===== src/chamber_consts.vh =====
// register offsets, field positions, reset values and timing counts for the chamber event interlock
// assumes a 32-bit axi4-lite slave with word-aligned registers
`ifndef CHAMBER_CONSTS_VH
`define CHAMBER_CONSTS_VH

// ********
// register byte offsets
// ********
`define OFS_EVENT        8'h00
`define OFS_CONFIG       8'h04
`define OFS_POSITION     8'h08
`define OFS_CUST_EVENT   8'h0c
`define OFS_REMOTE_SP    8'h10
`define OFS_DOUT_MODE    8'h14
`define OFS_STATUS       8'h18
`define OFS_OUTPUTS      8'h1c
`define OFS_ALT_LIMIT    8'h20

// ********
// event register fields
// ********
`define EV_CHAMBER       0
`define EV_HUMIDITY      1
`define EV_PURGE         2
`define EV_ALTITUDE      3
`define EV_DEFROST       4
`define EV_PRODUCT       5
`define EV_UPDATE        6

// ********
// config register fields
// ********
`define CF_PURGE_OPT     0
`define CF_HUMID_OPT     1
`define CF_LOWRH_OPT     2
`define CF_WET_VACUUM    3
`define CF_HOTGAS_OPT    4
`define CF_THREE_POS     5
`define CF_LEFT_RIGHT    6

// ********
// position register fields (write one to select)
// ********
`define POS_WARM         0
`define POS_CHILL        1
`define POS_AMBIENT      2

// ********
// reset values and timing
// ********
`define DOUT_MODE_RESET  16'hffff
`define ALT_LIMIT_RESET  32'h0000fde8
`define XFER_TIMEOUT_MS  1000
`define CLK_MHZ          50
`define XFER_TIMEOUT_CYC (`XFER_TIMEOUT_MS * 1000 * `CLK_MHZ)

`endif


===== src/transfer_shuttle.v =====
// transfer mechanism control: one-hot position events, travel timeout, toggle mode
// assumes position feedback levels are synchronous to aclk
`timescale 1ns/1ns
`include "chamber_consts.vh"

module transfer_shuttle #(
  parameter TIMEOUT_CYC = `XFER_TIMEOUT_CYC
) (
  // clock and reset
  input  wire       aclk,
  input  wire       aresetn,
  // selection
  input  wire       sel_wr,
  input  wire [2:0] sel_data,
  input  wire       update,
  input  wire       three_pos,
  // feedback
  input  wire [2:0] at_pos,
  // results
  output reg  [2:0] drive_reg,
  output reg        fault_reg,
  output reg        toggle_reg
);

  reg  [31:0] timer_reg;
  reg  [2:0]  pos_mask;
  reg  [2:0]  pick;

  // ********
  // selection decode
  // ********
  always @* begin
    pos_mask = three_pos ? 3'h7 : 3'h3;  // [RQ10]
    pick     = 3'h0;
    if (sel_data[`POS_WARM])
      pick = 3'h1;
    else if (sel_data[`POS_CHILL])
      pick = 3'h2;
    else if (sel_data[`POS_AMBIENT])
      pick = 3'h4;
    pick = pick & pos_mask;
  end

  // ********
  // position state
  // ********
  always @(posedge aclk) begin
    if (!aresetn) begin
      drive_reg  <= 3'h0;
      fault_reg  <= 1'b0;
      toggle_reg <= 1'b0;
      timer_reg  <= 32'h0;
    end else if (sel_wr) begin
      // both warm and chill requested: alternate on each update
      toggle_reg <= sel_data[`POS_WARM] & sel_data[`POS_CHILL];  // [RQ14]
      drive_reg  <= pick;  // [RQ11]
      fault_reg  <= 1'b0;
      timer_reg  <= 32'h0;
    end else begin
      if (update && toggle_reg && drive_reg != 3'h0)
        drive_reg <= (drive_reg == 3'h1) ? 3'h2 : 3'h1;  // [RQ14]
      if (drive_reg == 3'h0 || (drive_reg & at_pos) != 3'h0 || update)
        timer_reg <= 32'h0;
      else if (timer_reg >= TIMEOUT_CYC - 1) begin
        fault_reg  <= 1'b1;  // [RQ12]
        drive_reg  <= 3'h0;  // [RQ13]
        toggle_reg <= 1'b0;  // [RQ13]
        timer_reg  <= 32'h0;
      end else
        timer_reg <= timer_reg + 32'h1;
    end
  end

endmodule // transfer_shuttle


===== src/chamber_event_interlock.v =====
// chamber event interlock: event switches gated by options and interlocks into actuator outputs
// assumes an axi4-lite master on aclk, and status inputs synchronous to aclk
//
// Operation
// RQ1: purge-only option: dryer follows purge event.
// RQ2: dryer never runs while chamber event is off.
// RQ3: humidity option with humidity enabled forces purge off.
// RQ4: with humidity enabled, low dewpoint limit turns purge back on.
// RQ5: low RH option: frozen coil and purge run together on low humidity demand.
// RQ6: low RH option: manual purge only while humidity disabled.
// RQ7: altitude event drives altitude outputs without chamber event.
// RQ8: heat and cool inhibited when altitude exceeds limit.
// RQ9: altitude enabled inhibits humidity unless vacuum is moisture tolerant.
// RQ10: transfer supports two or three shuttle positions.
// RQ11: selecting a position clears others and commands the basket there.
// RQ12: basket not reaching position raises transfer fault.
// RQ13: after fault, selection cleared; no retry until new selection.
// RQ14: warm and chill both requested: each update toggles position.
// RQ15: sequencer should request one transfer position per step.
// RQ16: defrost event starts defrost when hot-gas option fitted.
// RQ17: each remote set point event makes its input replace the loop target.
// RQ18: product loop event enables product control, manual or program.
// RQ19: up to 15 customer event relays, manual or program.
// RQ20: digital outputs follow customer events only in event mode; default event mode.
// RQ21: all actuator outputs registered and cleared by reset.
//
// Local design decisions: the placing of the registers and register access over AXI4-Lite.
`timescale 1ns/1ns
`include "chamber_consts.vh"

module chamber_event_interlock #(
  parameter NUM_CUST    = 15,
  parameter NUM_REMOTE  = 4,
  parameter TIMEOUT_CYC = `XFER_TIMEOUT_CYC
) (
  // clock and reset
  input  wire                  aclk,
  input  wire                  aresetn,
  // axi4-lite write address
  input  wire [7:0]            s_axi_awaddr,
  input  wire                  s_axi_awvalid,
  output reg                   s_axi_awready,
  // axi4-lite write data
  input  wire [31:0]           s_axi_wdata,
  input  wire [3:0]            s_axi_wstrb,
  input  wire                  s_axi_wvalid,
  output reg                   s_axi_wready,
  // axi4-lite write response
  output reg  [1:0]            s_axi_bresp,
  output reg                   s_axi_bvalid,
  input  wire                  s_axi_bready,
  // axi4-lite read address
  input  wire [7:0]            s_axi_araddr,
  input  wire                  s_axi_arvalid,
  output reg                   s_axi_arready,
  // axi4-lite read data
  output reg  [31:0]           s_axi_rdata,
  output reg  [1:0]            s_axi_rresp,
  output reg                   s_axi_rvalid,
  input  wire                  s_axi_rready,
  // sequencer event inputs
  input  wire                  prog_running,
  input  wire [6:0]            prog_events,
  input  wire [NUM_CUST-1:0]   prog_cust_events,
  input  wire [NUM_REMOTE-1:0] prog_remote_sp,
  // chamber conditions
  input  wire                  low_dewpoint_limit,
  input  wire                  low_rh_demand,
  input  wire [31:0]           altitude_ft,
  input  wire [2:0]            at_position,
  // actuator outputs
  output reg                   chamber_run,
  output reg                   heat_cool_enable,
  output reg                   humidity_enable,
  output reg                   air_dryer,
  output reg                   frozen_coil,
  output reg                   altitude_enable,
  output reg                   defrost_start,
  output reg                   product_control,
  output reg  [NUM_REMOTE-1:0] analog_target_override,
  output reg  [NUM_CUST-1:0]   cust_relay,
  output reg  [NUM_CUST-1:0]   digital_out,
  output reg                   move_to_warm_zone,
  output reg                   move_to_chill_zone,
  output reg                   ambient_load_position,
  output reg                   move_to_port_side,
  output reg                   move_to_starboard_side,
  output reg                   transfer_fault
);

  // ********
  // register state
  // ********
  reg  [6:0]            event_reg;
  reg  [6:0]            config_reg;
  reg  [NUM_CUST-1:0]   cust_reg;
  reg  [NUM_REMOTE-1:0] remote_reg;
  reg  [NUM_CUST-1:0]   dout_mode_reg;
  reg  [31:0]           alt_limit_reg;
  reg                   aw_held_reg;
  reg  [7:0]            aw_addr_reg;
  reg                   w_held_reg;
  reg  [31:0]           w_data_reg;
  reg  [3:0]            w_strb_reg;
  reg                   sel_wr_reg;
  reg  [2:0]            sel_data_reg;
  reg                   defrost_arm_reg;

  wire [2:0]            drive;
  wire                  fault;
  wire                  toggle;

  // merges byte lanes of a write into an old word
  function [31:0] merge;
    input [31:0] old;
    input [31:0] data;
    input [3:0]  strb;
    integer      i;
    begin
      merge = old;
      for (i = 0; i < 4; i = i + 1)
        if (strb[i])
          merge[i*8 +: 8] = data[i*8 +: 8];
    end
  endfunction

  // address is one of the mapped words
  function mapped;
    input [7:0] a;
    begin
      mapped = (a[1:0] == 2'b00) && (a <= `OFS_ALT_LIMIT);
    end
  endfunction

  // ********
  // axi4-lite write channel
  // ********
  wire       do_write = aw_held_reg && w_held_reg && !s_axi_bvalid;
  wire [31:0] wword;
  assign wword = merge(32'h0, w_data_reg, w_strb_reg);
  // wide merges cut to each register's width on purpose
  wire [31:0] ev_m    = merge({25'h0, event_reg}, w_data_reg, w_strb_reg);
  wire [31:0] cust_m  = merge({{(32-NUM_CUST){1'b0}}, cust_reg}, w_data_reg, w_strb_reg);
  wire [31:0] rsp_m   = merge({{(32-NUM_REMOTE){1'b0}}, remote_reg}, w_data_reg, w_strb_reg);
  wire [31:0] dmode_m = merge({{(32-NUM_CUST){1'b0}}, dout_mode_reg}, w_data_reg, w_strb_reg);
  wire [15:0] dout_rst = `DOUT_MODE_RESET;

  always @(posedge aclk) begin
    if (!aresetn) begin
      s_axi_awready <= 1'b0;
      s_axi_wready  <= 1'b0;
      s_axi_bvalid  <= 1'b0;
      s_axi_bresp   <= 2'b00;
      aw_held_reg   <= 1'b0;
      aw_addr_reg   <= 8'h00;
      w_held_reg    <= 1'b0;
      w_data_reg    <= 32'h0;
      w_strb_reg    <= 4'h0;
      event_reg     <= 7'h00;
      config_reg    <= 7'h00;
      cust_reg      <= {NUM_CUST{1'b0}};
      remote_reg    <= {NUM_REMOTE{1'b0}};
      dout_mode_reg <= dout_rst[NUM_CUST-1:0];  // [RQ20]
      alt_limit_reg <= `ALT_LIMIT_RESET;
      sel_wr_reg    <= 1'b0;
      sel_data_reg  <= 3'h0;
    end else begin
      s_axi_awready <= !aw_held_reg && !s_axi_awready && s_axi_awvalid;
      s_axi_wready  <= !w_held_reg && !s_axi_wready && s_axi_wvalid;
      if (s_axi_awvalid && s_axi_awready) begin
        aw_held_reg <= 1'b1;
        aw_addr_reg <= s_axi_awaddr;
      end
      if (s_axi_wvalid && s_axi_wready) begin
        w_held_reg <= 1'b1;
        w_data_reg <= s_axi_wdata;
        w_strb_reg <= s_axi_wstrb;
      end
      sel_wr_reg <= 1'b0;
      // update is a self-clearing strobe
      event_reg[`EV_UPDATE] <= 1'b0;
      if (do_write) begin
        aw_held_reg  <= 1'b0;
        w_held_reg   <= 1'b0;
        s_axi_bvalid <= 1'b1;
        s_axi_bresp  <= mapped(aw_addr_reg) ? 2'b00 : 2'b10;
        case (aw_addr_reg)
          `OFS_EVENT:      event_reg     <= ev_m[6:0];
          `OFS_CONFIG:     config_reg    <= wword[6:0] | (config_reg & ~{7{w_strb_reg[0]}});
          `OFS_POSITION: begin
            sel_wr_reg   <= w_strb_reg[0];  // [RQ11]
            sel_data_reg <= w_data_reg[2:0];
          end
          `OFS_CUST_EVENT: cust_reg      <= cust_m[NUM_CUST-1:0];
          `OFS_REMOTE_SP:  remote_reg    <= rsp_m[NUM_REMOTE-1:0];
          `OFS_DOUT_MODE:  dout_mode_reg <= dmode_m[NUM_CUST-1:0];
          `OFS_ALT_LIMIT:  alt_limit_reg <= merge(alt_limit_reg, w_data_reg, w_strb_reg);
          default: ;
        endcase
      end else if (s_axi_bvalid && s_axi_bready)
        s_axi_bvalid <= 1'b0;
    end
  end

  // ********
  // axi4-lite read channel
  // ********
  reg [31:0] rword;
  always @* begin
    rword = 32'h0;
    case (s_axi_araddr)
      `OFS_EVENT:      rword = {25'h0, event_reg};
      `OFS_CONFIG:     rword = {25'h0, config_reg};
      `OFS_POSITION:   rword = {29'h0, drive};
      `OFS_CUST_EVENT: rword = {{(32-NUM_CUST){1'b0}}, cust_reg};
      `OFS_REMOTE_SP:  rword = {{(32-NUM_REMOTE){1'b0}}, remote_reg};
      `OFS_DOUT_MODE:  rword = {{(32-NUM_CUST){1'b0}}, dout_mode_reg};
      `OFS_STATUS:     rword = {29'h0, toggle, fault, altitude_ft > alt_limit_reg};
      `OFS_OUTPUTS:    rword = {24'h0, defrost_start, altitude_enable, frozen_coil,
                                air_dryer, humidity_enable, heat_cool_enable,
                                product_control, chamber_run};
      `OFS_ALT_LIMIT:  rword = alt_limit_reg;
      default:         rword = 32'h0;
    endcase
  end

  always @(posedge aclk) begin
    if (!aresetn) begin
      s_axi_arready <= 1'b0;
      s_axi_rvalid  <= 1'b0;
      s_axi_rdata   <= 32'h0;
      s_axi_rresp   <= 2'b00;
    end else begin
      s_axi_arready <= 1'b0;
      if (s_axi_arvalid && !s_axi_arready && !s_axi_rvalid) begin
        s_axi_arready <= 1'b1;
        s_axi_rvalid  <= 1'b1;
        s_axi_rdata   <= rword;
        s_axi_rresp   <= mapped(s_axi_araddr) ? 2'b00 : 2'b10;
      end else if (s_axi_rvalid && s_axi_rready)
        s_axi_rvalid <= 1'b0;
    end
  end

  // ********
  // transfer mechanism
  // ********
  transfer_shuttle #(
    .TIMEOUT_CYC (TIMEOUT_CYC)
  ) u_shuttle (
    .aclk       (aclk),
    .aresetn    (aresetn),
    .sel_wr     (sel_wr_reg),
    .sel_data   (sel_data_reg),
    .update     (event_reg[`EV_UPDATE]),
    .three_pos  (config_reg[`CF_THREE_POS]),  // [RQ10]
    .at_pos     (at_position),
    .drive_reg  (drive),
    .fault_reg  (fault),
    .toggle_reg (toggle)
  );

  // ********
  // interlock logic
  // ********
  // manual and program sources are or-ed; program bits count only while it runs
  wire [6:0] ev = event_reg | (prog_running ? prog_events : 7'h00);  // [RQ18]
  wire       chamber_on  = ev[`EV_CHAMBER];
  wire       alt_on      = ev[`EV_ALTITUDE];
  wire       alt_over    = altitude_ft > alt_limit_reg;
  wire       humid_on    = chamber_on && config_reg[`CF_HUMID_OPT] && ev[`EV_HUMIDITY]
                           && !(alt_on && !config_reg[`CF_WET_VACUUM]);  // [RQ9]
  wire       lowrh_opt   = config_reg[`CF_LOWRH_OPT];
  wire       lowrh_run   = lowrh_opt && humid_on && low_rh_demand;  // [RQ5]
  reg        purge_next;

  always @* begin
    purge_next = 1'b0;
    if (lowrh_opt) begin
      if (humid_on)
        purge_next = lowrh_run;  // [RQ5]
      else
        purge_next = ev[`EV_PURGE];  // [RQ6]
    end else if (config_reg[`CF_PURGE_OPT]) begin
      if (humid_on)
        purge_next = ev[`EV_PURGE] && low_dewpoint_limit;  // [RQ3] [RQ4]
      else
        purge_next = ev[`EV_PURGE];  // [RQ1]
    end
    purge_next = purge_next && chamber_on;  // [RQ2]
  end

  always @(posedge aclk) begin
    if (!aresetn) begin  // [RQ21]
      chamber_run            <= 1'b0;
      heat_cool_enable       <= 1'b0;
      humidity_enable        <= 1'b0;
      air_dryer              <= 1'b0;
      frozen_coil            <= 1'b0;
      altitude_enable        <= 1'b0;
      defrost_start          <= 1'b0;
      defrost_arm_reg        <= 1'b0;
      product_control        <= 1'b0;
      analog_target_override <= {NUM_REMOTE{1'b0}};
      cust_relay             <= {NUM_CUST{1'b0}};
      digital_out            <= {NUM_CUST{1'b0}};
      move_to_warm_zone      <= 1'b0;
      move_to_chill_zone     <= 1'b0;
      ambient_load_position  <= 1'b0;
      move_to_port_side      <= 1'b0;
      move_to_starboard_side <= 1'b0;
      transfer_fault         <= 1'b0;
    end else begin
      chamber_run      <= chamber_on;
      heat_cool_enable <= chamber_on && !alt_over;  // [RQ8]
      humidity_enable  <= humid_on;  // [RQ9]
      air_dryer        <= purge_next;
      frozen_coil      <= lowrh_run && chamber_on;  // [RQ5]
      altitude_enable  <= alt_on;  // [RQ7]
      // one-cycle start pulse on a rising defrost request
      defrost_arm_reg  <= ev[`EV_DEFROST];
      defrost_start    <= config_reg[`CF_HOTGAS_OPT] && ev[`EV_DEFROST]
                          && !defrost_arm_reg;  // [RQ16]
      product_control  <= ev[`EV_PRODUCT];  // [RQ18]
      analog_target_override <= remote_reg
                                | (prog_running ? prog_remote_sp : {NUM_REMOTE{1'b0}});  // [RQ17]
      cust_relay       <= cust_reg
                          | (prog_running ? prog_cust_events : {NUM_CUST{1'b0}});  // [RQ19]
      digital_out      <= (cust_reg | (prog_running ? prog_cust_events : {NUM_CUST{1'b0}}))
                          & dout_mode_reg;  // [RQ20]
      move_to_warm_zone      <= !config_reg[`CF_LEFT_RIGHT] && drive[`POS_WARM];  // [RQ10]
      move_to_chill_zone     <= !config_reg[`CF_LEFT_RIGHT] && drive[`POS_CHILL];
      move_to_port_side      <= config_reg[`CF_LEFT_RIGHT] && drive[`POS_WARM];
      move_to_starboard_side <= config_reg[`CF_LEFT_RIGHT] && drive[`POS_CHILL];
      ambient_load_position  <= drive[`POS_AMBIENT];
      transfer_fault         <= fault;  // [RQ12]
    end
  end

endmodule // chamber_event_interlock


===== config.mk =====
export PLATFORM = sky130hd
export DESIGN_NAME = chamber_event_interlock
export DESIGN_NICKNAME = d
export VERILOG_FILES = /design/src/transfer_shuttle.v /design/src/chamber_event_interlock.v
export VERILOG_INCLUDE_DIRS = /design/src
export SDC_FILE = /design/constraint.sdc
export NUM_CORES = 1
export LEC_CHECK = 0
export BUFFER_PORTS_ARGS = -buffer_cell sky130_fd_sc_hd__clkbuf_2
export CAP_MARGIN = 20
export CORE_MARGIN = 2
export CORE_UTILIZATION = 45
export DETAILED_ROUTE_END_ITERATION = 8
export PLACE_DENSITY = 0.76
export SLEW_MARGIN = 25
export SYNTH_ARGS = -nofsm -noshare
export SYNTH_HDL_FRONTEND = slang
export SYNTH_SLANG_ARGS = --single-unit

===== constraint.sdc =====
create_clock -name aclk -period 2.1 [get_ports aclk]
set_input_delay 0.105 -clock aclk [delete_from_list [all_inputs] [get_ports aclk]]
set_output_delay 0.105 -clock aclk [all_outputs]
set_load 0.005 [all_outputs]

==> metrics.txt, run 1 <==
# TYPE chip_impl_metric gauge
chip_impl_metric{name="cellPowerDensity",unit="nW/um^2"} 781.0
chip_impl_metric{name="post_route_cells_drive_above_1_share",unit=""} 0.2411
chip_impl_metric{name="routed_wl",unit="mm"} 32.10
chip_impl_metric{name="overall_routing_resource_usage",unit=""} 0.2560
chip_impl_metric{name="power_switching",unit="mW"} 2.397
chip_impl_metric{name="combinationalPowerShare",unit=""} 0.066
chip_impl_info{name="outcome",value="finished with violations"} 1
chip_impl_metric{name="rows",unit=""} 55
chip_impl_metric{name="sequential_cell_area",unit="sq um"} 5119
chip_impl_metric{name="ys.warnings.count",unit=""} 0
chip_impl_info{name="holdCritPathClass",value="input pin to flip-flop"} 1
chip_impl_metric{name="leakage",unit="nW"} 6.101
chip_impl_metric{name="setup_viol",unit=""} 1
chip_impl_metric{name="total_via_count_after_detailed_routing",unit=""} 9891
chip_impl_metric{name="post-synth-top-area-fraction",unit=""} 0.4935
chip_impl_metric{name="hpwlAfterDp",unit="mm"} 21.73
chip_impl_metric{name="synth_cells",unit=""} 1180
chip_impl_metric{name="htree_levels",unit=""} 1
chip_impl_metric{name="place.gp.congestion",unit=""} 0.8954
chip_impl_metric{name="globalRoute.totalOverflow",unit=""} 0
chip_impl_metric{name="pwr-share-seq",unit=""} 0.455
chip_impl_metric{name="critical_path_peak_fanout",unit=""} 3
chip_impl_metric{name="finalHoldViolations",unit=""} 0
chip_impl_metric{name="cp.arrival",unit="ps"} 2600
chip_impl_metric{name="chipHeight",unit="microns"} 155.6
chip_impl_metric{name="worstSkewPairLatency",unit="ps"} 530
chip_impl_metric{name="async_reset_ff_frac",unit=""} 0
chip_impl_metric{name="max_slew.worst_pin.slew",unit="ps"} 645.7
chip_impl_metric{name="totalPowerFinal",unit="mW"} 10.90
chip_impl_metric{name="finalSetupTns",unit="ps"} -85.83
chip_impl_metric{name="grt_antenna_before_repair",unit=""} 0
chip_impl_info{name="tritoncts",value="done"} 1
chip_impl_metric{name="via_per_inst",unit=""} 5.474
chip_impl_metric{name="average_cell_area_after_synthesis",unit="sq um"} 8.767
chip_impl_metric{name="part_of_the_cycle_the_worst_path_needs",unit=""} 1.041
chip_impl_metric{name="power.internal",unit="mW"} 8.501
chip_impl_metric{name="floorplan.die_area",unit="sq um"} 24220
chip_impl_metric{name="n_fill_cell",unit=""} 1796
chip_impl_metric{name="finalNetCount",unit=""} 1659
chip_impl_metric{name="synth-seq-cells",unit=""} 255
chip_impl_metric{name="netlist-cell-type-count",unit=""} 64
chip_impl_info{name="synthMostInstantiatedCell",value="dfxtp_1"} 1
chip_impl_metric{name="vdd_ir_drop_max",unit="V"} 0.0005279
chip_impl_metric{name="initial_utilization",unit=""} 0.4583
chip_impl_metric{name="synth-seq-area-share",unit=""} 0.4935
chip_impl_metric{name="placement.io_buffers",unit=""} 208
chip_impl_metric{name="max_freq",unit="GHz"} 0.4575
chip_impl_metric{name="firstDrtPassIters",unit=""} 5
chip_impl_info{name="synthTopCellsByArea",value="dfxtp_1, nand2_1, a21oi_1, mux2i_1, nor2_1"} 1
chip_impl_metric{name="grt_pass1_vias",unit=""} 9722
chip_impl_metric{name="pin_count",unit=""} 212
chip_impl_metric{name="timing.critical_path.required",unit="ps"} 2510
chip_impl_metric{name="finalWorstSetupSlack",unit="ps"} -85.83
chip_impl_info{name="endpoint_kind",value="flip-flop"} 1
chip_impl_info{name="failed_checks",value="negative setup slack"} 1
chip_impl_metric{name="clock_skew",unit="ps"} 13.05
chip_impl_metric{name="grt_first_pass_wirelength",unit="mm"} 49.58
chip_impl_metric{name="detail_route.wl_per_cell",unit="microns"} 17.77
chip_impl_info{name="synth.cells.most_frequent",value="dfxtp_1, nand2_1, a21oi_1"} 1
chip_impl_info{name="critPathKind",value="flip-flop to flip-flop"} 1
chip_impl_metric{name="cts_buffer_depth",unit=""} 3
chip_impl_metric{name="flow.area_growth_from_synthesis",unit="%"} 34.89
chip_impl_metric{name="finish.instance_area",unit="sq um"} 13950
chip_impl_info{name="setup_repair_after_global_routing_missed_its_margin",value="yes"} 1
chip_impl_metric{name="core_area",unit="sq um"} 22570
chip_impl_info{name="synth_top_cell_by_area",value="dfxtp_1"} 1
chip_impl_metric{name="hold_ws",unit="ps"} 34.78
chip_impl_metric{name="final_antenna_net_count",unit=""} 0
chip_impl_metric{name="post_synth_instance_area",unit="sq um"} 10340
chip_impl_metric{name="route.detailed.drc",unit=""} 0
chip_impl_metric{name="die-width",unit="microns"} 155.6
chip_impl_metric{name="clock_input_transition_at_the_sequential_cells_of_the_worst_setup_and_hold_paths",unit="ps"} 60
chip_impl_metric{name="antenna_cells",unit=""} 0
chip_impl_metric{name="number_of_flops_mapped_to_enable_cells_by_yosys",unit=""} 0
chip_impl_metric{name="slew_violations",unit=""} 0
chip_impl_metric{name="numCtsBuffers",unit=""} 26
chip_impl_metric{name="footprint_of_the_multi_input_gates",unit="sq um"} 4986
chip_impl_metric{name="max_cap_viol_count",unit=""} 0
chip_impl_info{name="timing.critical_path.from_type",value="flip-flop"} 1
chip_impl_info{name="cts_root_buffer",value="clkbuf_16"} 1
chip_impl_metric{name="drt-initial-drc-count",unit=""} 667
chip_impl_metric{name="clock-sinks",unit=""} 255
chip_impl_metric{name="share_clk_of_total_power",unit=""} 0.479
chip_impl_metric{name="maximum_number_of_pins_on_one_net_before_global_route_repair",unit=""} 37
chip_impl_metric{name="dpl_cell_area",unit="sq um"} 11990
chip_impl_metric{name="min_period",unit="ps"} 2186
chip_impl_metric{name="max_slew_margin",unit=""} 0.5640
chip_impl_info{name="synth-main-ff-cell",value="dfxtp_1"} 1
chip_impl_metric{name="switching_share",unit=""} 0.2200
chip_impl_metric{name="finalCoreUtilization",unit=""} 0.6182
area by class of cell:
class / count / area share
timing repair buffer: 352 / 0.1692
tap: 285 / 0.02555
clock inverter: 14 / 0.01632
multi-input combinational: 827 / 0.3573
inverter: 41 / 0.01121
sequential: 255 / 0.3668
clock buffer: 33 / 0.05362
cells in the final DEF, fill, tap and decap left out, types with 4 or more instances in the layout:
cell type / instances
a21oi_1: 140
xnor2_1: 9
nand3_1: 62
ha_1: 28
clkinv_2: 6
dfxtp_1: 244
conb_1: 8
xor2_1: 14
clkbuf_2: 208
inv_1: 36
a21o_1: 8
a2bb2oi_1: 6
buf_4: 61
nor2_1: 110
nor4_1: 6
nor3b_1: 4
inv_2: 4
nand2_1: 196
nor3_1: 12
o211ai_1: 4
and3_1: 13
clkbuf_8: 5
dlygate4sd3_1: 79
nor2b_1: 4
dfxtp_2: 11
and2_1: 20
a222oi_1: 8
ha_4: 5
nand4_1: 13
o21ai_0: 14
mux2i_1: 66
clkbuf_16: 27
a22oi_1: 7
nand2b_1: 7
bufinv_16: 6
critical path: stages (launching register included):
cell	delay [ps]
dfxtp_2	360
inv_2	60
ha_4	260
nand4_1	100
buf_6	140
nor4_4	340
buf_4	180
and3b_2	240
a311oi_2	310
nand2_1	80
metrics by stage:
step                std cells  worst slack [ps]
finish                   1807            -85.83
global route             1807            -100.6
CTS                      1805            0.2904
detailed placement       1674            -298.3
global placement         1674            -265.8
floorplan                1187             66.23
timing repair:
item                                    CTS  global route
pin swaps                                 7             5
setup buffers                             5             2
resized for setup                        14            21
hold buffers                             79             0
endpoints found under the setup margin    2            21
endpoints found under the hold margin    86             0
power groups by stage:
stage	clock network (mW)	registers (mW)	logic [mW]
floorplan	0	5.05	0.288
global placement	0	5.06	0.568
detailed placement	0	5.06	0.575
CTS	5.25	4.96	0.693
global route	5.47	4.96	0.778
finish	5.22	4.96	0.714
metal layers:
metal	vias up	GRT usage	share of wire
met5	-	0	0
met4	0	0.1232	0.045
met3	103	0.04306	0.078
met2	466	0.4269	0.47
met1	4617	0.3227	0.41
li1	4705	-	-
final timing paths:
kind                                                      to  depth (start not counted)  slack, ps                            from
worst max-delay path             s_axi_rdata[0]$_SDFFE_PN0P_                          9        -90  alt_limit_reg[13]$_SDFFE_PN1P_
worst min-delay path                    air_dryer$_SDFF_PN0_                          4         30                  prog_events[2]
worst max register to register   s_axi_rdata[0]$_SDFFE_PN0P_                          9        -90  alt_limit_reg[13]$_SDFFE_PN1P_
worst min register to register  s_axi_rdata[23]$_SDFFE_PN0P_                          2        450    s_axi_rdata[23]$_SDFFE_PN0P_
kinds of logic after synthesis:
kind of cell,share of synthesized area
compound gates,0.1231
xor+xnor,0.01947
fa+ha+maj,0.03991
buf+inv,0.04064
flops,0.4935
mux,0.06821
other cells,0.0003625
simple gates,0.2148
No activity file was read; power rests on OpenSTA's default activity.
==> run 2, diff against run 1 <==
--- a/config.mk
+++ b/config.mk
@@ -12,6 +12,7 @@
 export CORE_UTILIZATION = 45
 export DETAILED_ROUTE_END_ITERATION = 8
 export PLACE_DENSITY = 0.76
+export RECOVER_POWER = 100
 export SLEW_MARGIN = 25
 export SYNTH_ARGS = -nofsm -noshare
 export SYNTH_HDL_FRONTEND = slang
==> metrics.txt, run 2 (synthesis results as in run 1) <==
# TYPE chip_impl_metric gauge
chip_impl_metric{name="critical_path_peak_fanout",unit=""} 3
chip_impl_info{name="crit_slowest_cell",value="dfxtp_2"} 1
chip_impl_metric{name="clock_skew",unit="ps"} 9.075
chip_impl_metric{name="vdd_ir_drop_max",unit="V"} 0.0005179
chip_impl_metric{name="drt-initial-drc-count",unit=""} 668
chip_impl_info{name="final_common_cell",value="dfxtp_1"} 1
chip_impl_info{name="failed_checks",value="negative setup slack"} 1
chip_impl_metric{name="overall_routing_resource_usage",unit=""} 0.2560
chip_impl_info{name="critPathKind",value="flip-flop to flip-flop"} 1
chip_impl_metric{name="clock-sinks",unit=""} 255
chip_impl_metric{name="pwr-share-seq",unit=""} 0.456
chip_impl_metric{name="timing.critical_path.required",unit="ps"} 2510
chip_impl_metric{name="grt_pass1_vias",unit=""} 9722
chip_impl_metric{name="globalRoute.totalOverflow",unit=""} 0
chip_impl_metric{name="chipHeight",unit="microns"} 155.6
chip_impl_metric{name="share_clk_of_total_power",unit=""} 0.480
chip_impl_metric{name="power.internal",unit="mW"} 8.486
chip_impl_metric{name="dpl_cell_area",unit="sq um"} 11990
chip_impl_info{name="cts_root_buffer",value="clkbuf_16"} 1
chip_impl_metric{name="max_freq",unit="GHz"} 0.4563
chip_impl_metric{name="finalNetCount",unit=""} 1659
chip_impl_metric{name="grt_antenna_before_repair",unit=""} 0
chip_impl_metric{name="cts_buffer_depth",unit=""} 3
chip_impl_metric{name="detail_route.wl_per_cell",unit="microns"} 17.73
chip_impl_metric{name="routed_wl",unit="mm"} 32.04
chip_impl_info{name="holdCritPathClass",value="input pin to flip-flop"} 1
chip_impl_info{name="critical_path.cell_chain",value="inv_2 > ha_4 > nand4_1 > buf_6 > nor4_4 > buf_4 > and3b_2 > a311oi_2 > nand2_1"} 1
chip_impl_info{name="layout_common_cells",value="dfxtp_1, nand2_1, clkbuf_2, a21oi_1, nor2_1"} 1
chip_impl_metric{name="grt_first_pass_wirelength",unit="mm"} 49.58
chip_impl_metric{name="finalWorstSetupSlack",unit="ps"} -91.38
chip_impl_metric{name="worstSkewPairLatency",unit="ps"} 530
chip_impl_metric{name="htree_levels",unit=""} 1
chip_impl_metric{name="combinationalPowerShare",unit=""} 0.064
chip_impl_metric{name="clock_input_transition_at_the_sequential_cells_of_the_worst_setup_and_hold_paths",unit="ps"} 60
chip_impl_metric{name="max_slew_margin",unit=""} 0.2639
chip_impl_metric{name="initial_utilization",unit=""} 0.4583
chip_impl_metric{name="place.gp.congestion",unit=""} 0.8954
chip_impl_metric{name="cpPeakStageDelay",unit="ps"} 360
chip_impl_metric{name="setup_viol",unit=""} 1
chip_impl_metric{name="power_switching",unit="mW"} 2.393
chip_impl_metric{name="pin_count",unit=""} 212
chip_impl_metric{name="antenna_cells",unit=""} 0
chip_impl_metric{name="max_slew.worst_pin.slew",unit="ps"} 1104
chip_impl_metric{name="min_period",unit="ps"} 2191
chip_impl_metric{name="total_via_count_after_detailed_routing",unit=""} 9914
chip_impl_info{name="outcome",value="finished with violations"} 1
chip_impl_metric{name="finalHoldViolations",unit=""} 0
chip_impl_metric{name="cellPowerDensity",unit="nW/um^2"} 788.9
chip_impl_metric{name="rows",unit=""} 55
chip_impl_metric{name="n_fill_cell",unit=""} 1871
chip_impl_metric{name="flow.area_growth_from_synthesis",unit="%"} 33.30
chip_impl_metric{name="die-width",unit="microns"} 155.6
chip_impl_metric{name="part_of_the_cycle_the_worst_path_needs",unit=""} 1.044
chip_impl_metric{name="floorplan.die_area",unit="sq um"} 24220
chip_impl_metric{name="dpl_worst_slack",unit="ps"} -298.3
chip_impl_metric{name="finalCoreUtilization",unit=""} 0.6109
chip_impl_info{name="endpoint_kind",value="flip-flop"} 1
chip_impl_metric{name="placement.io_buffers",unit=""} 208
chip_impl_metric{name="switching_share",unit=""} 0.2200
chip_impl_metric{name="slew_violations",unit=""} 0
chip_impl_metric{name="core_area",unit="sq um"} 22570
chip_impl_metric{name="finish.instance_area",unit="sq um"} 13790
chip_impl_metric{name="firstDrtPassIters",unit=""} 5
chip_impl_info{name="tritoncts",value="done"} 1
chip_impl_metric{name="leakage",unit="nW"} 5.850
chip_impl_metric{name="route.detailed.drc",unit=""} 0
chip_impl_metric{name="numCtsBuffers",unit=""} 26
chip_impl_metric{name="cp.arrival",unit="ps"} 2600
chip_impl_metric{name="hpwlAfterDp",unit="mm"} 21.73
chip_impl_metric{name="final_antenna_net_count",unit=""} 0
chip_impl_metric{name="maximum_number_of_pins_on_one_net_before_global_route_repair",unit=""} 37
chip_impl_metric{name="post_route_cells_drive_above_1_share",unit=""} 0.1938
chip_impl_info{name="timing.critical_path.from_type",value="flip-flop"} 1
chip_impl_info{name="setup_repair_after_global_routing_missed_its_margin",value="yes"} 1
chip_impl_metric{name="max_cap_viol_count",unit=""} 0
chip_impl_metric{name="hold_ws",unit="ps"} 31.48
chip_impl_metric{name="via_per_inst",unit=""} 5.486
==> run 2: worst paths after layout <==
check	start	endpoint	slack [ps]	cells after the start
setup / recovery	alt_limit_reg[13]$_SDFFE_PN1P_	s_axi_rdata[0]$_SDFFE_PN0P_	-90	9
hold / removal	prog_events[2]	air_dryer$_SDFF_PN0_	30	4
setup reg to reg	alt_limit_reg[13]$_SDFFE_PN1P_	s_axi_rdata[0]$_SDFFE_PN0P_	-90	9
hold reg to reg	s_axi_rdata[23]$_SDFFE_PN0P_	s_axi_rdata[23]$_SDFFE_PN0P_	450	2
==> run 2: power by group through the flow <==
stage / Combinational, mW / Clock, mW / Sequential (mW)
5_1_grt: 0.760 / 5.47 / 4.96
3_5_place_dp: 0.575 / 0 / 5.06
6_report: 0.697 / 5.22 / 4.96
4_1_cts: 0.693 / 5.25 / 4.96
2_1_floorplan: 0.288 / 0 / 5.05
3_3_place_gp: 0.568 / 0 / 5.06
==> run 2: area by class of cell <==
cell class / instances / area (sq um) / area share
Timing Repair Buffer: 352 / 2235 / 0.1621
Clock inverter: 14 / 227.7 / 0.01651
Tap cell: 285 / 356.6 / 0.02586
Inverter: 41 / 155.1 / 0.01125
Sequential cell: 255 / 5119 / 0.3712
Clock buffer: 33 / 748.2 / 0.05426
Multi-Input combinational cell: 827 / 4949 / 0.3589
==> run 2: worst max-delay path: cells and delay by family, from the launching register on <==
family / cells / cell delay [ps]
AO/OA/AOI/OAI: 1 / 310
AND/OR/NAND/NOR: 4 / 760
flip-flops: 1 / 360
buffers and inverters: 3 / 380
adder cells (fa/ha/maj): 1 / 270
==> run 2: layer usage <==
| layer | global-route usage | up-vias | routed length, microns |
|---|---|---|---|
| met5 | 0 | - | 0 |
| met4 | 0.1232 | 0 | 1414 |
| met3 | 0.04306 | 104 | 2568 |
| met2 | 0.4269 | 467 | 14960 |
| met1 | 0.3227 | 4629 | 13110 |
| li1 | - | 4714 | - |
==> run 2: stage by stage <==
| stage | setup TNS (ps) | cells | total power, mW |
|---|---|---|---|
| floorplan | 0 | 1187 | 5.339 |
| global placement | -363.0 | 1674 | 5.630 |
| detailed placement | -465.3 | 1674 | 5.639 |
| CTS | 0 | 1805 | 10.90 |
| global route | -1221 | 1807 | 11.19 |
| finish | -91.38 | 1807 | 10.88 |
==> run 2: what timing repair did <==
item,CTS,global route
endpoints found under the hold margin,86,0
endpoints found under the setup margin,2,21
resized for setup,14,21
hold buffers,79,0
setup buffers,5,2
pin swaps,7,5
==> run 3, diff against run 2 <==
--- a/config.mk
+++ b/config.mk
@@ -17,3 +17,4 @@
 export SYNTH_ARGS = -nofsm -noshare
 export SYNTH_HDL_FRONTEND = slang
 export SYNTH_SLANG_ARGS = --single-unit
+export TNS_END_PERCENT = 5
==> metrics.txt, run 3 (synthesis results as in run 1) <==
# TYPE chip_impl_metric gauge
chip_impl_metric{name="dpl_worst_slack",unit="ps"} -298.3
chip_impl_metric{name="max_cap_viol_count",unit=""} 0
chip_impl_metric{name="pin_count",unit=""} 212
chip_impl_info{name="setup_repair_after_global_routing_missed_its_margin",value="yes"} 1
chip_impl_info{name="critical_register_to_register_path_endpoint",value="s_axi_rdata[0]$_SDFFE_PN0P_"} 1
chip_impl_metric{name="overall_routing_resource_usage",unit=""} 0.2560
chip_impl_metric{name="routed_wl",unit="mm"} 32.09
chip_impl_metric{name="flow.area_growth_from_synthesis",unit="%"} 33.27
chip_impl_metric{name="instances_no_fill",unit=""} 1807
chip_impl_metric{name="hpwlAfterDp",unit="mm"} 21.73
chip_impl_metric{name="clock_input_transition_at_the_sequential_cells_of_the_worst_setup_and_hold_paths",unit="ps"} 60
chip_impl_metric{name="finalNetCount",unit=""} 1659
chip_impl_metric{name="detail_route.wl_per_cell",unit="microns"} 17.76
chip_impl_metric{name="chipHeight",unit="microns"} 155.6
chip_impl_metric{name="total_via_count_after_detailed_routing",unit=""} 9930
chip_impl_metric{name="setup_viol",unit=""} 1
chip_impl_metric{name="globalRoute.totalOverflow",unit=""} 0
chip_impl_info{name="holdCritPathClass",value="input pin to flip-flop"} 1
chip_impl_info{name="layout_common_cells",value="dfxtp_1, nand2_1, clkbuf_2, a21oi_1, nor2_1"} 1
chip_impl_info{name="endpoint_kind",value="flip-flop"} 1
chip_impl_metric{name="timing.critical_path.required",unit="ps"} 2510
chip_impl_metric{name="r2r_slack",unit="ps"} -90
chip_impl_metric{name="placement.io_buffers",unit=""} 208
chip_impl_metric{name="critical_path_peak_fanout",unit=""} 3
chip_impl_metric{name="footprint_of_the_multi_input_gates",unit="sq um"} 4943
chip_impl_metric{name="grt_first_pass_wirelength",unit="mm"} 49.58
chip_impl_info{name="critPathKind",value="flip-flop to flip-flop"} 1
chip_impl_metric{name="floorplan.die_area",unit="sq um"} 24220
chip_impl_metric{name="clock-sinks",unit=""} 255
chip_impl_metric{name="worstSkewPairLatency",unit="ps"} 540
chip_impl_metric{name="hold_ws",unit="ps"} 24.26
chip_impl_metric{name="numCtsBuffers",unit=""} 26
chip_impl_metric{name="initial_utilization",unit=""} 0.4583
chip_impl_info{name="top_layer_used",value="met4"} 1
chip_impl_info{name="timing.critical_path.from_type",value="flip-flop"} 1
chip_impl_info{name="critical_path.reg2reg.startpoint",value="alt_limit_reg[13]$_SDFFE_PN1P_"} 1
chip_impl_metric{name="drt-initial-drc-count",unit=""} 730
chip_impl_metric{name="met3WireLength",unit="mm"} 2.636
chip_impl_metric{name="max_slew_margin",unit=""} 0.2835
chip_impl_info{name="tritoncts",value="done"} 1
chip_impl_metric{name="min_period",unit="ps"} 2189
chip_impl_metric{name="wl_met1",unit="mm"} 13.03
chip_impl_metric{name="finalWorstSetupSlack",unit="ps"} -89.12
chip_impl_metric{name="die-width",unit="microns"} 155.6
chip_impl_metric{name="max_slew.worst_pin.slew",unit="ps"} 1075
chip_impl_metric{name="r2r.worst_path.cells",unit=""} 9
chip_impl_metric{name="via_per_inst",unit=""} 5.495
chip_impl_metric{name="cts_buffer_depth",unit=""} 3
chip_impl_metric{name="grt_pass1_vias",unit=""} 9722
chip_impl_metric{name="place.gp.congestion",unit=""} 0.8954
chip_impl_metric{name="final_antenna_net_count",unit=""} 0
chip_impl_metric{name="post_route_cells_drive_above_1_share",unit=""} 0.1932
chip_impl_metric{name="clock_skew",unit="ps"} 21.90
chip_impl_metric{name="vdd_ir_drop_max",unit="V"} 0.0005129
chip_impl_metric{name="max_freq",unit="GHz"} 0.4568
chip_impl_info{name="final_common_cell",value="dfxtp_1"} 1
chip_impl_metric{name="sequential_cell_area",unit="sq um"} 5119
chip_impl_info{name="startpoint",value="alt_limit_reg[13]$_SDFFE_PN1P_"} 1
chip_impl_info{name="failed_checks",value="negative setup slack"} 1
chip_impl_metric{name="grt_antenna_before_repair",unit=""} 0
chip_impl_metric{name="htree_levels",unit=""} 1
chip_impl_metric{name="n_fill_cell",unit=""} 1874
chip_impl_metric{name="slew_violations",unit=""} 0
chip_impl_metric{name="finalHoldViolations",unit=""} 0
chip_impl_metric{name="route.detailed.drc",unit=""} 0
chip_impl_metric{name="maximum_number_of_pins_on_one_net_before_global_route_repair",unit=""} 37
chip_impl_info{name="outcome",value="finished with violations"} 1
chip_impl_metric{name="placed_cells",unit=""} 1674
chip_impl_metric{name="part_of_the_cycle_the_worst_path_needs",unit=""} 1.042
chip_impl_info{name="worst_setup_path_endpoint",value="s_axi_rdata[0]$_SDFFE_PN0P_"} 1
chip_impl_metric{name="finalCoreUtilization",unit=""} 0.6108
chip_impl_metric{name="cp.arrival",unit="ps"} 2600
chip_impl_metric{name="antenna_cells",unit=""} 0
chip_impl_metric{name="core_area",unit="sq um"} 22570
chip_impl_info{name="cts_root_buffer",value="clkbuf_16"} 1
chip_impl_metric{name="firstDrtPassIters",unit=""} 7
chip_impl_metric{name="leakage",unit="nW"} 5.852
chip_impl_metric{name="rows",unit=""} 55
chip_impl_metric{name="detailroute.wirelength.met2",unit="mm"} 14.97
chip_impl_metric{name="cellPowerDensity",unit="nW/um^2"} 789.9
## run 3: worst max-delay path, stage by stage, from the launching register on
cell	delay [ps]
dfxtp_2	360
inv_2	60
ha_4	270
nand4_1	100
buf_6	140
nor4_4	340
buf_4	180
and3b_2	240
a311oi_2	310
nand2_1	80
## run 3: worst min path at each step
| stage | endpoint | cells after the start | startpoint |
|---|---|---|---|
| 2_1_floorplan | w_data_reg[15]$_SDFFE_PN0P_ | 2 | s_axi_wdata[15] |
| 3_3_place_gp | w_data_reg[21]$_SDFFE_PN0P_ | 3 | s_axi_wdata[21] |
| 3_5_place_dp | w_data_reg[17]$_SDFFE_PN0P_ | 3 | s_axi_wdata[17] |
| 4_1_cts | air_dryer$_SDFF_PN0_ | 4 | prog_events[2] |
| 5_1_grt | air_dryer$_SDFF_PN0_ | 4 | prog_events[2] |
| 6_report | air_dryer$_SDFF_PN0_ | 4 | prog_events[2] |
## run 3: per-layer routing
metal	GRT usage	vias up
li1	-	4708
met1	0.3227	4640
met2	0.4269	478
met3	0.04306	104
met4	0.1232	0
met5	0	-
## run 3: report_power, final
| part | total (mW) | internal, mW | switching, mW |
|---|---|---|---|
| clock | 5.24 | 3.25 | 1.98 |
| combinational | 0.697 | 0.323 | 0.374 |
| sequential | 4.96 | 4.91 | 0.0512 |
## run 3: cell type report
| type | count | share of cell area |
|---|---|---|
| Multi-Input combinational cell | 827 | 0.3586 |
| Timing Repair Buffer | 352 | 0.1623 |
| Clock inverter | 14 | 0.01652 |
| Inverter | 41 | 0.01125 |
| Sequential cell | 255 | 0.3713 |
| Tap cell | 285 | 0.02586 |
| Clock buffer | 33 | 0.05427 |
## run 3: what timing repair did
action,CTS,global route
gates resized for setup,14,20
pin swaps,7,5
setup buffers,5,2
hold buffers,79,0
hold endpoints to repair,86,0
setup endpoints to repair,2,21
## run 3: per-stage QoR
step,power (mW),setup TNS [ps],instance area (sq um)
6_report,10.89,-89.12,13790
3_3_place_gp,5.630,-363.0,11990
4_1_cts,10.90,0,13840
5_1_grt,11.20,-1087,13790
3_5_place_dp,5.639,-465.3,11990
2_1_floorplan,5.339,0,10370
